==> config.mk <==
export PLATFORM = sky130hd
export DESIGN_NAME = pss_top
export DESIGN_NICKNAME = d
export VERILOG_FILES = /design/src/rtl/pss_pkg.sv /design/src/rtl/pss_top.sv
export SDC_FILE = /design/constraint.sdc
export NUM_CORES = 2
export LEC_CHECK = 0
export ABC_AREA = 1
export ABC_CLOCK_PERIOD_IN_PS = 2560
export BUFFER_PORTS_ARGS = -buffer_cell sky130_fd_sc_hd__buf_2
export CAP_MARGIN = 25
export CORE_ASPECT_RATIO = 1.2
export CORE_MARGIN = 1
export CORE_UTILIZATION = 45
export DETAILED_ROUTE_END_ITERATION = 8
export SLEW_MARGIN = 5
export SYNTH_ARGS = -nofsm -noshare
export SYNTH_HDL_FRONTEND = slang
export SYNTH_SLANG_ARGS = --single-unit
==> constraint.sdc <==
create_clock -name clk -period 2.56 [get_ports clk]
set_input_delay 0.512 -clock clk [delete_from_list [all_inputs] [get_ports clk]]
set_output_delay 0.512 -clock clk [all_outputs]
set_load 0.02 [all_outputs]
==> src/rtl/pss_pkg.sv <==
// Package of constants for the power startup supervisor
package pss_pkg;
    localparam int unsigned CLK_HZ          = 10_000_000;
    localparam int unsigned NS_PER_CYC      = 1_000_000_000 / CLK_HZ;
    localparam int unsigned SUPLOW_DEG_US   = 96;
    localparam int unsigned SUPUV_DEG_US    = 96;
    localparam int unsigned LED_DEG_US      = 8;
    localparam int unsigned CONV_US         = 57;
    localparam int unsigned BLANK0_US       = 100;
    // Least times round up
    localparam int unsigned SUPLOW_DEG_CYC  = (SUPLOW_DEG_US * 1000 + NS_PER_CYC - 1) / NS_PER_CYC;
    localparam int unsigned SUPUV_DEG_CYC   = (SUPUV_DEG_US * 1000 + NS_PER_CYC - 1) / NS_PER_CYC;
    localparam int unsigned LED_DEG_CYC     = (LED_DEG_US * 1000 + NS_PER_CYC - 1) / NS_PER_CYC;
    localparam int unsigned CONV_CYC        = (CONV_US * 1000 + NS_PER_CYC - 1) / NS_PER_CYC;
    localparam int unsigned BLANK0_CYC      = (BLANK0_US * 1000 + NS_PER_CYC - 1) / NS_PER_CYC;
    localparam int unsigned INIT_UNIT_US    = 1000;
    localparam int unsigned INIT_UNIT_CYC   = (INIT_UNIT_US * 1000) / NS_PER_CYC;
    localparam int unsigned CNT_W           = 16;
    localparam int unsigned LOWSUP_BASE_V   = 4;
    // Register byte offsets
    localparam logic [7:0] OFS_CTRL         = 8'h00;
    localparam logic [7:0] OFS_STATUS       = 8'h04;
    localparam logic [7:0] OFS_CONFIG       = 8'h08;
    localparam logic [7:0] OFS_CHEN         = 8'h0C;
    localparam logic [7:0] OFS_LEDFLT       = 8'h10;
    localparam logic [7:0] OFS_ADC          = 8'h14;
    // CTRL bit positions
    localparam int unsigned B_CLRPOH        = 0;
    localparam int unsigned B_RELOAD        = 1;
    localparam int unsigned B_CLRFLT        = 2;
    localparam int unsigned B_ADCGO         = 3;
    // STATUS bit positions
    localparam int unsigned B_POH           = 0;
    localparam int unsigned B_ERR           = 1;
    localparam int unsigned B_SUPUV         = 2;
    localparam int unsigned B_LOWSUP        = 3;
    localparam int unsigned B_STATE         = 4;
    // CONFIG reset / field positions
    localparam int unsigned F_LOWTH         = 0;
    localparam int unsigned F_BLANK         = 8;
    localparam logic [4:0]  LOWTH_RST       = 5'h00;
    localparam logic [3:0]  BLANK_RST       = 4'h0;
    typedef enum logic [1:0] {
        PSS_POR    = 2'b00,
        PSS_INIT   = 2'b01,
        PSS_NORMAL = 2'b11
    } pss_state_t;
endpackage : pss_pkg

==> src/rtl/pss_top.sv <==
// Power-up sequencer, supply supervisor and diagnostic timers
// Behaviour
// - Low-supply comparator acted on only after 96 us persistence; open and single-short detection is gated by it with no deglitch
// - Supply undervoltage comparator acted on only after 96 us persistence
// - LED open, short, single-LED short reported after 8 us persistence
// - Each ADC conversion given 57 us before result is complete
// - Blank code zero gives 100 us blanking after channel turn-on
// - Either rail below lockout forces power-on reset of core and registers
// - Each power-on reset sets power-on history and summary fault flags
// - In power-on reset outputs off and fault pin pulled low
// - Both rails good enters init, releases fault pin, starts init timer
// - Init timer length from nonvolatile field; expiry enters normal
// - Clear-history write in init clears flag, stops timer, enters normal
// - Power-up copies nonvolatile settings; others take defaults
// - All channels disabled after power-up
// - Reload-defaults write reloads settings, clears history, self-clears
// - Clear-history write clears the history flag in any state
// - Supply undervoltage disables all channels, holds fault pin, sets flags
// - Supply below low threshold sets low-supply and summary flags
// - Clear-faults command clears low-supply flag with other faults
// - Low supply clears open/single-short faults and suppresses their detection
// - Low threshold is a 5-bit code for 4 V to 35 V in 1 V steps
// - Code zero means lowest threshold, 4.0 V
//
// Implementation choices: the AHB-Lite register port and the register addresses.
`timescale 1ns/100ps
module pss_top #(
    parameter int unsigned N_CH         = 24,
    parameter int unsigned INIT_UNIT    = pss_pkg::INIT_UNIT_CYC
) (
    input  wire logic              clk,
    input  wire logic              rst,
    input  wire logic              hsel,
    input  wire logic [31:0]       haddr,
    input  wire logic [1:0]        htrans,
    input  wire logic              hwrite,
    input  wire logic [2:0]        hsize,
    input  wire logic [31:0]       hwdata,
    input  wire logic              hready,
    output logic                   hreadyout,
    output logic                   hresp,
    output logic [31:0]            hrdata,
    input  wire logic              bat_ok,
    input  wire logic              regulator_output_ok,
    input  wire logic              supply_uv_cmp,
    input  wire logic              supply_low_cmp,
    input  wire logic [N_CH-1:0]   led_open_cmp,
    input  wire logic [N_CH-1:0]   led_short_cmp,
    input  wire logic [N_CH-1:0]   led_sls_cmp,
    input  wire logic [4:0]        nv_low_supply_threshold_code,
    input  wire logic [3:0]        nv_blank_code,
    input  wire logic [7:0]        nv_init_hold_length,
    output logic [4:0]             low_supply_threshold_code,
    output logic [5:0]             low_supply_threshold_volts,
    output logic [N_CH-1:0]        ch_on,
    output logic                   adc_busy,
    output logic                   err_n_o,
    output logic                   err_n_oe
);
    localparam int unsigned CW = pss_pkg::CNT_W;

    // Two-flop synchronisers for analog comparator and rail inputs
    localparam int unsigned NS = 4 + 3 * N_CH;
    logic [NS-1:0] raw_in;
    logic [NS-1:0] s1_ff;
    logic [NS-1:0] s2_ff;
    assign raw_in = {led_sls_cmp, led_short_cmp, led_open_cmp,
                     supply_low_cmp, supply_uv_cmp, regulator_output_ok, bat_ok};
    always_ff @(posedge clk) begin
        s1_ff <= raw_in;
        s2_ff <= s1_ff;
    end
    wire rails_ok = s2_ff[0] & s2_ff[1];
    wire uv_s     = s2_ff[2];
    wire low_s    = s2_ff[3];
    wire [N_CH-1:0] open_s  = s2_ff[4 +: N_CH];
    wire [N_CH-1:0] short_s = s2_ff[4 + N_CH +: N_CH];
    wire [N_CH-1:0] sls_s   = s2_ff[4 + 2*N_CH +: N_CH];

    // AHB-Lite slave: zero wait states, always OKAY
    logic        wr_pend_ff;
    logic [7:0]  addr_ff;
    wire         take = hsel & htrans[1] & hready;
    always_ff @(posedge clk) begin
        if (rst) begin
            wr_pend_ff <= 1'b0;
            addr_ff    <= 8'h00;
        end else begin
            wr_pend_ff <= take & hwrite;
            if (take)
                addr_ff <= haddr[7:0];
        end
    end
    assign hreadyout = 1'b1;
    assign hresp     = 1'b0;
    function automatic logic hit(input logic [7:0] a, input logic [7:0] ofs);
        hit = (a == ofs);
    endfunction : hit
    wire wr_ctrl = wr_pend_ff & hit(addr_ff, pss_pkg::OFS_CTRL);
    wire wr_cfg  = wr_pend_ff & hit(addr_ff, pss_pkg::OFS_CONFIG);
    wire wr_chen = wr_pend_ff & hit(addr_ff, pss_pkg::OFS_CHEN);
    wire clr_poh = wr_ctrl & hwdata[pss_pkg::B_CLRPOH];
    wire reload  = wr_ctrl & hwdata[pss_pkg::B_RELOAD];
    wire clr_flt = wr_ctrl & hwdata[pss_pkg::B_CLRFLT];
    wire adc_go  = wr_ctrl & hwdata[pss_pkg::B_ADCGO];

    // Power state machine; reset of core while either rail is low
    pss_pkg::pss_state_t state_ff;
    pss_pkg::pss_state_t nxt_state;
    wire core_rst = rst | ~rails_ok;
    logic [CW-1:0] unit_ff;
    logic [7:0]    hold_ff;
    logic [7:0]    init_len_ff;
    wire unit_tick = (unit_ff == CW'(INIT_UNIT - 1));
    wire init_done = unit_tick & (hold_ff >= init_len_ff);
    always_comb begin
        nxt_state = state_ff;
        unique case (state_ff)
            pss_pkg::PSS_POR:    nxt_state = pss_pkg::PSS_INIT;
            pss_pkg::PSS_INIT:
                if (clr_poh | init_done)
                    nxt_state = pss_pkg::PSS_NORMAL;
            pss_pkg::PSS_NORMAL: nxt_state = pss_pkg::PSS_NORMAL;
            default:             nxt_state = pss_pkg::PSS_POR;
        endcase
    end
    always_ff @(posedge clk) begin
        if (core_rst)
            state_ff <= pss_pkg::PSS_POR;
        else
            state_ff <= nxt_state;
    end
    // Init timer counts whole units; stops outside init
    wire in_init = (state_ff == pss_pkg::PSS_INIT);
    always_ff @(posedge clk) begin
        if (core_rst || !in_init) begin
            unit_ff <= '0;
            hold_ff <= 8'h00;
        end else begin
            unit_ff <= unit_tick ? '0 : unit_ff + 1'b1;
            if (unit_tick)
                hold_ff <= hold_ff + 8'h01;
        end
    end

    // Configuration: loaded from nonvolatile image at power-up or reload
    logic [4:0]      lowth_ff;
    logic [3:0]      blank_ff;
    logic [N_CH-1:0] chen_ff;
    logic            loaded_ff;
    wire load_nv = ~loaded_ff | reload;
    always_ff @(posedge clk) begin
        if (core_rst) begin
            loaded_ff   <= 1'b0;
            lowth_ff    <= pss_pkg::LOWTH_RST;
            blank_ff    <= pss_pkg::BLANK_RST;
            init_len_ff <= 8'h00;
            chen_ff     <= '0;
        end else if (load_nv) begin
            // Strap-like nonvolatile image sampled after reset release
            loaded_ff   <= 1'b1;
            lowth_ff    <= nv_low_supply_threshold_code;
            blank_ff    <= nv_blank_code;
            init_len_ff <= nv_init_hold_length;
            chen_ff     <= '0;
        end else begin
            if (wr_cfg) begin
                lowth_ff <= hwdata[pss_pkg::F_LOWTH +: 5];
                blank_ff <= hwdata[pss_pkg::F_BLANK +: 4];
            end
            if (wr_chen)
                chen_ff <= hwdata[N_CH-1:0];
        end
    end
    assign low_supply_threshold_code  = lowth_ff;
    assign low_supply_threshold_volts = 6'(pss_pkg::LOWSUP_BASE_V) + {1'b0, lowth_ff};

    // Deglitch counters for the supply comparators
    logic [CW-1:0] uv_cnt_ff;
    logic [CW-1:0] low_cnt_ff;
    wire uv_q  = (uv_cnt_ff  == CW'(pss_pkg::SUPUV_DEG_CYC));
    wire low_q = (low_cnt_ff == CW'(pss_pkg::SUPLOW_DEG_CYC));
    always_ff @(posedge clk) begin
        if (core_rst) begin
            uv_cnt_ff  <= '0;
            low_cnt_ff <= '0;
        end else begin
            uv_cnt_ff  <= !uv_s ? '0 : (uv_q ? uv_cnt_ff : uv_cnt_ff + 1'b1);
            low_cnt_ff <= !low_s ? '0 : (low_q ? low_cnt_ff : low_cnt_ff + 1'b1);
        end
    end

    // Status flags; a set in the same cycle as a clear wins
    logic poh_ff;
    logic err_ff;
    logic uv_flag_ff;
    logic low_flag_ff;
    logic [N_CH-1:0] open_flt_ff;
    logic [N_CH-1:0] short_flt_ff;
    logic [N_CH-1:0] sls_flt_ff;
    logic [N_CH-1:0] open_q;
    logic [N_CH-1:0] short_q;
    logic [N_CH-1:0] sls_q;
    wire  led_any = |{open_q, short_q, sls_q};
    always_ff @(posedge clk) begin
        if (core_rst) begin
            poh_ff      <= 1'b1;
            err_ff      <= 1'b1;
            uv_flag_ff  <= 1'b0;
            low_flag_ff <= 1'b0;
        end else begin
            poh_ff      <= poh_ff & ~(clr_poh | reload);
            uv_flag_ff  <= uv_q | (uv_flag_ff & ~clr_flt);
            low_flag_ff <= low_q | (low_flag_ff & ~clr_flt);
            err_ff      <= uv_q | low_q | led_any | (err_ff & ~clr_flt);
        end
    end

    // Per-channel blanking and LED deglitch
    logic [CW-1:0] blank_cyc;
    always_comb begin
        unique case (blank_ff)
            4'h0:    blank_cyc = CW'(pss_pkg::BLANK0_CYC);
            4'h1:    blank_cyc = CW'(200);
            4'h2:    blank_cyc = CW'(300);
            4'h3:    blank_cyc = CW'(500);
            4'h4:    blank_cyc = CW'(800);
            4'h5:    blank_cyc = CW'(1500);
            4'h6:    blank_cyc = CW'(2000);
            4'h7:    blank_cyc = CW'(3000);
            4'h8:    blank_cyc = CW'(5000);
            4'h9:    blank_cyc = CW'(8000);
            4'hA:    blank_cyc = CW'(10000);
            4'hB:    blank_cyc = CW'(12000);
            4'hC:    blank_cyc = CW'(15000);
            4'hD:    blank_cyc = CW'(20000);
            4'hE:    blank_cyc = CW'(30000);
            4'hF:    blank_cyc = CW'(40000);
        endcase
    end
    wire out_en = (state_ff == pss_pkg::PSS_NORMAL) & ~uv_flag_ff;
    assign ch_on = chen_ff & {N_CH{out_en}};

    genvar g;
    generate
        for (g = 0; g < N_CH; g++) begin : g_ch
            logic [CW-1:0] blk_ff;
            // Seven bits so the full deglitch count fits
            logic [6:0]    oc_ff;
            logic [6:0]    sc_ff;
            logic [6:0]    lc_ff;
            wire armed = ch_on[g] & (blk_ff == blank_cyc);
            wire op_in = armed & open_s[g] & ~low_s;
            wire sl_in = armed & sls_s[g] & ~low_s;
            wire sh_in = armed & short_s[g];
            assign open_q[g]  = (oc_ff == 7'(pss_pkg::LED_DEG_CYC - 1)) & op_in;
            assign short_q[g] = (sc_ff == 7'(pss_pkg::LED_DEG_CYC - 1)) & sh_in;
            assign sls_q[g]   = (lc_ff == 7'(pss_pkg::LED_DEG_CYC - 1)) & sl_in;
            always_ff @(posedge clk) begin
                if (core_rst || !ch_on[g])
                    blk_ff <= '0;
                else if (blk_ff != blank_cyc)
                    blk_ff <= blk_ff + 1'b1;
            end
            always_ff @(posedge clk) begin
                if (core_rst) begin
                    oc_ff <= 7'h00;
                    sc_ff <= 7'h00;
                    lc_ff <= 7'h00;
                end else begin
                    oc_ff <= (!op_in || open_q[g])  ? 7'h00 : oc_ff + 7'h01;
                    sc_ff <= (!sh_in || short_q[g]) ? 7'h00 : sc_ff + 7'h01;
                    lc_ff <= (!sl_in || sls_q[g])   ? 7'h00 : lc_ff + 7'h01;
                end
            end
            always_ff @(posedge clk) begin
                if (core_rst) begin
                    open_flt_ff[g]  <= 1'b0;
                    short_flt_ff[g] <= 1'b0;
                    sls_flt_ff[g]   <= 1'b0;
                end else begin
                    // Low supply wipes pending open and single-short faults
                    open_flt_ff[g]  <= open_q[g] | (open_flt_ff[g] & ~clr_flt & ~low_q);
                    sls_flt_ff[g]   <= sls_q[g] | (sls_flt_ff[g] & ~clr_flt & ~low_q);
                    short_flt_ff[g] <= short_q[g] | (short_flt_ff[g] & ~clr_flt);
                end
            end
        end
    endgenerate

    // Conversion timer; a start while busy is ignored
    logic [CW-1:0] conv_ff;
    always_ff @(posedge clk) begin
        if (core_rst)
            conv_ff <= '0;
        else if (conv_ff != '0)
            conv_ff <= conv_ff - 1'b1;
        else if (adc_go)
            conv_ff <= CW'(pss_pkg::CONV_CYC);
    end
    assign adc_busy = (conv_ff != '0);

    // Fault pin: pulled low in reset and while the undervoltage flag is set
    assign err_n_o  = 1'b0;
    assign err_n_oe = (state_ff == pss_pkg::PSS_POR) | uv_flag_ff;

    // Read mux
    logic [31:0] rd;
    always_comb begin
        rd = 32'h0000_0000;
        if (hit(addr_ff, pss_pkg::OFS_STATUS))
            rd = {26'h0, state_ff, low_flag_ff, uv_flag_ff, err_ff, poh_ff};
        else if (hit(addr_ff, pss_pkg::OFS_CONFIG))
            rd = {20'h0, blank_ff, 3'h0, lowth_ff};
        else if (hit(addr_ff, pss_pkg::OFS_CHEN))
            rd = 32'(chen_ff);
        else if (hit(addr_ff, pss_pkg::OFS_LEDFLT))
            rd = 32'(open_flt_ff | short_flt_ff | sls_flt_ff);
        else if (hit(addr_ff, pss_pkg::OFS_ADC))
            rd = {31'h0, adc_busy};
    end
    assign hrdata = rd;
endmodule : pss_top

After elaboration in Yosys (flattened, before gate mapping). Memory sizes are Yosys's and may differ from the RTL's. A register that Yosys moved wholly into a read port is not among the register bits. Cells that the tools add are included.

Add/subtract/negate cells: 102. Magnitude comparators: 1. Eq/ne operators: 131. Mux-type cells: 15. Bitwise gates (word level): 446. Reduce and logical (&&, ||, !) cells: 276.

Operator list (number): $add A7 B1 Y7 const B (72); $eq A7 B7 Y1 const B (72); $add A16 B1 Y16 const B (27); $eq A16 B16 Y1 (24); $ne A16 B16 Y1 (24); $and A1 B1 Y1 (353); $reduce_or A2 Y1 (76); $logic_not A1 Y1 (97); $logic_or A1 B1 Y1 (97); $mux W24 (4); $or A1 B1 Y1 (82); $reduce_or A72 Y1 (1); $or A24 B24 Y24 (2); $eq A16 B10 Y1 const B (2); $mux W16 (2); $and A24 B24 Y24 (1); $eq A16 B14 Y1 const B (1); $eq A8 B4 Y1 const B (2); $eq A8 B5 Y1 const B (2); $mux W4 (4); $reduce_bool A16 Y1 (1); $sub A16 B1 Y16 const B (1); $mux W5 (2); $add A8 B1 Y8 const B (1); 13 further kinds (21).

Register bits: 1241. ROM bits: 224. Output and inout port bits: 72. Memories kept: 1.

Memory list: (no name shown) (depth 16, width 14, read ports 1, clocked after memory_dff 1, wr ports 0, RTL line pss_top.sv:222) `unique case (blank_ff)`.

Longest topological paths before layout.
Depth in word-level cells: 10. Gate-level depth with buffers: 18. Mapped depth without buffers: 17.

Worst setup path before layout. OpenSTA, ideal clock, no wires.

Kind: register to output. Start: register addr_ff[0]. End: output hrdata[16]. Arrival time: 1.854 ns. Path slack: 0.194 ns. Cell stages (with the launch flop): 7. Path through: dfxtp_1 -> nor2_2 -> inv_1 -> nor4_2 -> clkbuf_1 -> a21oi_1 -> a211oi_1.

Cells in the longest elaborated chain, start to end: 5.

Ends and longest elaborated chain: start, declared (RTL line pss_top.sv:82) `logic [7:0] addr_ff;`; start signal, assigned (RTL line pss_top.sv:91) `addr_ff <= haddr[7:0];`; $eq A8 B5 Y1 (RTL line pss_top.sv:97) `hit = (a == ofs);`; $mux W24 (RTL line pss_top.sv:317) `else if (hit(addr_ff, pss_pkg::OFS_LEDFLT))`; $mux W24 (RTL line pss_top.sv:315) `else if (hit(addr_ff, pss_pkg::OFS_CHEN))`; $mux W24 (RTL line pss_top.sv:313) `else if (hit(addr_ff, pss_pkg::OFS_CONFIG))`; $mux W24 (*) (RTL line pss_top.sv:311) `if (hit(addr_ff, pss_pkg::OFS_STATUS))`; end, declared (RTL line pss_top.sv:42) `output logic [31:0] hrdata,`.

Every way passes the cells marked *; elsewhere a longest branch is shown, timed or not.

Worst setup path in the final report.
Start: register addr_ff[4]. End: output hrdata[6].

The elaborated chain is that of the path after synthesis.

==> impl_metrics.yaml <==
outcome:
  outcome: "finished with violations"
  failed_checks: "setup timing"
placement:
  routabilityCongestion: 0.9263
  place_hpwl_um: 129400
  port_buffers: 191
  preCtsSetupSlack_ps: 11.98
timing:
  rsz0062_at_grt: "true"
  clock.fmax_mhz: 322.9
  finalClockSkew_ps: 35.31
  fin_ws_ps: -537.2
  relSlewSlack_pct: 42.58
  fin_tns_setup_ps: -11150
  worstMarginPinSlew_ps: 861.3
  final_hold_viol_count: 0
  fin_hold_ws_ps: 40.07
  timing.final.crit_share_pct: 121.0
  drv_slew: 0
  finalSetupViolCount: 25
  layout_min_cycle_time_ps: 3097
worst_setup_path:
  arrival_ps: 2590
  cp_common_cell: "buf_6"
  cp.depth: 11
  cp-end-kind: "output port"
  critical_path.top_delay_family: "buffers and inverters"
  critPathSlowestCell: "dfxtp_1"
  cp_slowest_stage_delay_ps: 310
  cp_max_fo: 7
  path_cells: "inv_2, nand4_4, buf_6, nor4_4, buf_6, buf_12, buf_12, a21oi_4, a21oi_2, buf_4, buf_6"
  worstPathRequired_ps: 2050
  start_kind: "flop"
  critical_path_buf_inv_count: 7
  r2r_cells: 14
  crit_type: "reg -> out"
power:
  power_density_mw_per_mm2: 618.2
  p_leak_nw: 27.05
  irDropWorstVdd_mv: 0.9843
floorplan:
  dieHeight_um: 398.3
  initial_core_util_pct: 45.28
  ios: 239
  die_w_um: 332.3
  dieArea_mm2: 0.1324
  core_mm2: 0.1301
  num_rows: 145
route:
  drc: 0
  drt_iter0_drc: 3810
  dr.pass1.iters: 6
  via_per_inst: 5.113
  wl_per_cell_um: 16.47
  wl_um: 174200
  num_vias: 54070
  ant_nets: 0
logic_synthesis:
  async_flop_share_pct: 0
  synth_top_area_share_pct: 42.65
  synth_edf_count: 0
  synthCells: 8079
  synth_cell_types: 65
  ys_ff_latch: 1255
  avgSynthCellArea_um2: 7.291
  synth_top_area_cell: "dfxtp_1"
  yosysSeqAreaShare_pct: 42.65
  synth_flop_cell: "dfxtp_1"
  yosysWarnings: 0
  syn_area_mm2: 0.05890
  synthTopCellsByArea: "dfxtp_1 43%, nand2_1 11%, nor2_1 7.7%"
clock_tree:
  cts_buffers: 133
  cts_max_path_buffers: 3
  clkTransAtPathRegs_ps: 60
  clk_latency_ps: 780
  cts_root_buffer: "clkbuf_16"
  clock_sinks: 1255
  cts_tree: "built"
  cts_max_level: 4
global_routing:
  grt_max_degree: 75
  met3_usage_pct: 3.288
  met2_usage_pct: 43.79
  grt_pass1_wl_um: 270600
  grt_busiest_layer: "met2"
  grt_usage_pct: 25.81
  grt_use_met1_pct: 33.34
  grt.overflow.total: 0
  antenna_found_initial: 0
  grt_pass1_vias: 50210
layout:
  syn2layout_area_growth_pct: 20.90
  diodes: 0
  drive_above_1_share_pct: 14.34
  final_nets: 9089
worst_hold_path:
  worstHoldPathCells: 3
  holdCritPathClass: "in -> reg"
job:
  cap_violations: 0
-- cell type report --
type | instances | area [um^2]
Clock buffer | 192 | 4018
Fill cell | 12140 | 58870
Clock inverter | 49 | 586.8
Multi-Input combinational cell | 5661 | 29490
Timing Repair Buffer | 706 | 5953
Tap cell | 1690 | 2115
Sequential cell | 1255 | 25160
Inverter | 1021 | 3886
-- routing by layer --
metal | up-vias | routed length [um] | share of wire [%]
met1 | 25000 | 77230 | 44
met2 | 1337 | 81720 | 47
li1 | 27420 | - | -
met4 | 0 | 6426 | 3.7
met5 | - | 0 | 0
met3 | 311 | 8829 | 5.1
-- sequential cells by signal (all words and copies together) (netlist names), 2 cells and up --
name                       cells
low_cnt_ff                    16
unit_ff                       16
addr_ff                        8
init_len_ff                    8
state_ff                       2
blank_ff                       4
g_ch.lc_ff                   168
g_ch.sc_ff                   168
s2_ff                         76
hold_ff                        8
blank_cyc                     14
uv_cnt_ff                     16
conv_ff                       16
short_flt_ff                  24
low_supply_threshold_code      5
chen_ff                       24
sls_flt_ff                    24
open_flt_ff                   24
g_ch.blk_ff                  384
s1_ff                         76
g_ch.oc_ff                   168
-- final timing paths --
kind                                               from                          end  slack, ps
worst min register to register         s1_ff[0]$_DFF_P_             s2_ff[0]$_DFF_P_        320
worst min-delay path                         hwdata[11]     chen_ff[11]$_SDFFE_PP0P_         40
worst max register to register     blank_cyc[9]$_DFF_P_  g_ch[5].oc_ff[2]$_SDFF_PP0_        140
worst max-delay path            addr_ff[4]$_SDFFE_PP0P_                    hrdata[6]       -540
-- Yosys cell counts, drive strengths merged (2+ instances only) --
master and n:
o211ai 2, nand2 1802, a211oi 22, nor2 1334, o2111ai 2, clkbuf 57, clkinv 10, nor3b 84
or3 16, nor4 34, nand4 259, inv 1011, nand3b 35, xnor2 102, nor4b 6, ha 144
or2 30, dfxtp 1255, o21bai 4, conb 2, o211a 5, a31oi 41, nand3 399, nor3 238
and3 8, buf 94, xor2 185, o221ai 4, o21ai 292, o31ai 7, a21oi 576, o21a 12
-- metrics by stage --
stage                     cells  instance area (um^2)  util, %  power [mW]
after CTS                 10550                 70700    54.35       44.39
after global routing      10570                 71220    54.75       45.66
after floorplan            8088                 58940        -       22.61
after detailed placement  10170                 64100    49.28       23.74
after global placement    10170                 64100    49.28       23.71
final                     10570                 71220    54.75       44.03
-- power by group --
| part | switching, mW | leakage (nW) | internal, mW |
|---|---|---|---|
| sequential | 0.209 | 10.2 | 19.8 |
| combinational | 2.37 | 14.6 | 1.47 |
| clock | 8.22 | 2.27 | 12.0 |
-- cell usage in the layout, fill, tap and decap left out, drive strengths merged, types with 102 or more instances in the layout --
cell type,count
dlygate4sd3,110
xor2,185
nand2,1802
nor2,1334
dfxtp,1255
nor3,238
clkbuf,192
ha,144
nand3,399
a21oi,576
xnor2,102
buf,596
nand4,259
o21ai,292
inv,1012
-- worst register-to-register path, cell delays in order, from the launching register on --
cell	delay [ps]
dfxtp_2	390
clkinv_4	170
buf_4	240
nand2_1	80
nand2_1	70
nor2_1	100
nand2_1	50
nor2_1	140
nand3_1	100
buf_4	200
nor2_2	100
buf_4	130
buf_4	110
nand4_2	180
nor3b_1	250
-- cell families after synthesis --
kind of cell               after synthesis  synth area share, %
other                                    2              0.01275
buffers and inverters                 1172                8.180
xor gates and xnor gates               287                4.267
and+or+nand+nor                       4247                33.16
adders and majority gates              144                3.059
DFF                                   1255                42.65
AOI/OAI and AO/OA                      972                8.671
-- repair_timing --
item,in CTS,in global routing
hold endpoints to repair,106,0
pin swaps,16,14
hold buffers,110,0
setup endpoints to repair,49,103
cloned,3,0
resized for setup,194,85
setup buffers,30,26
(Power assumes the default switching activity.)
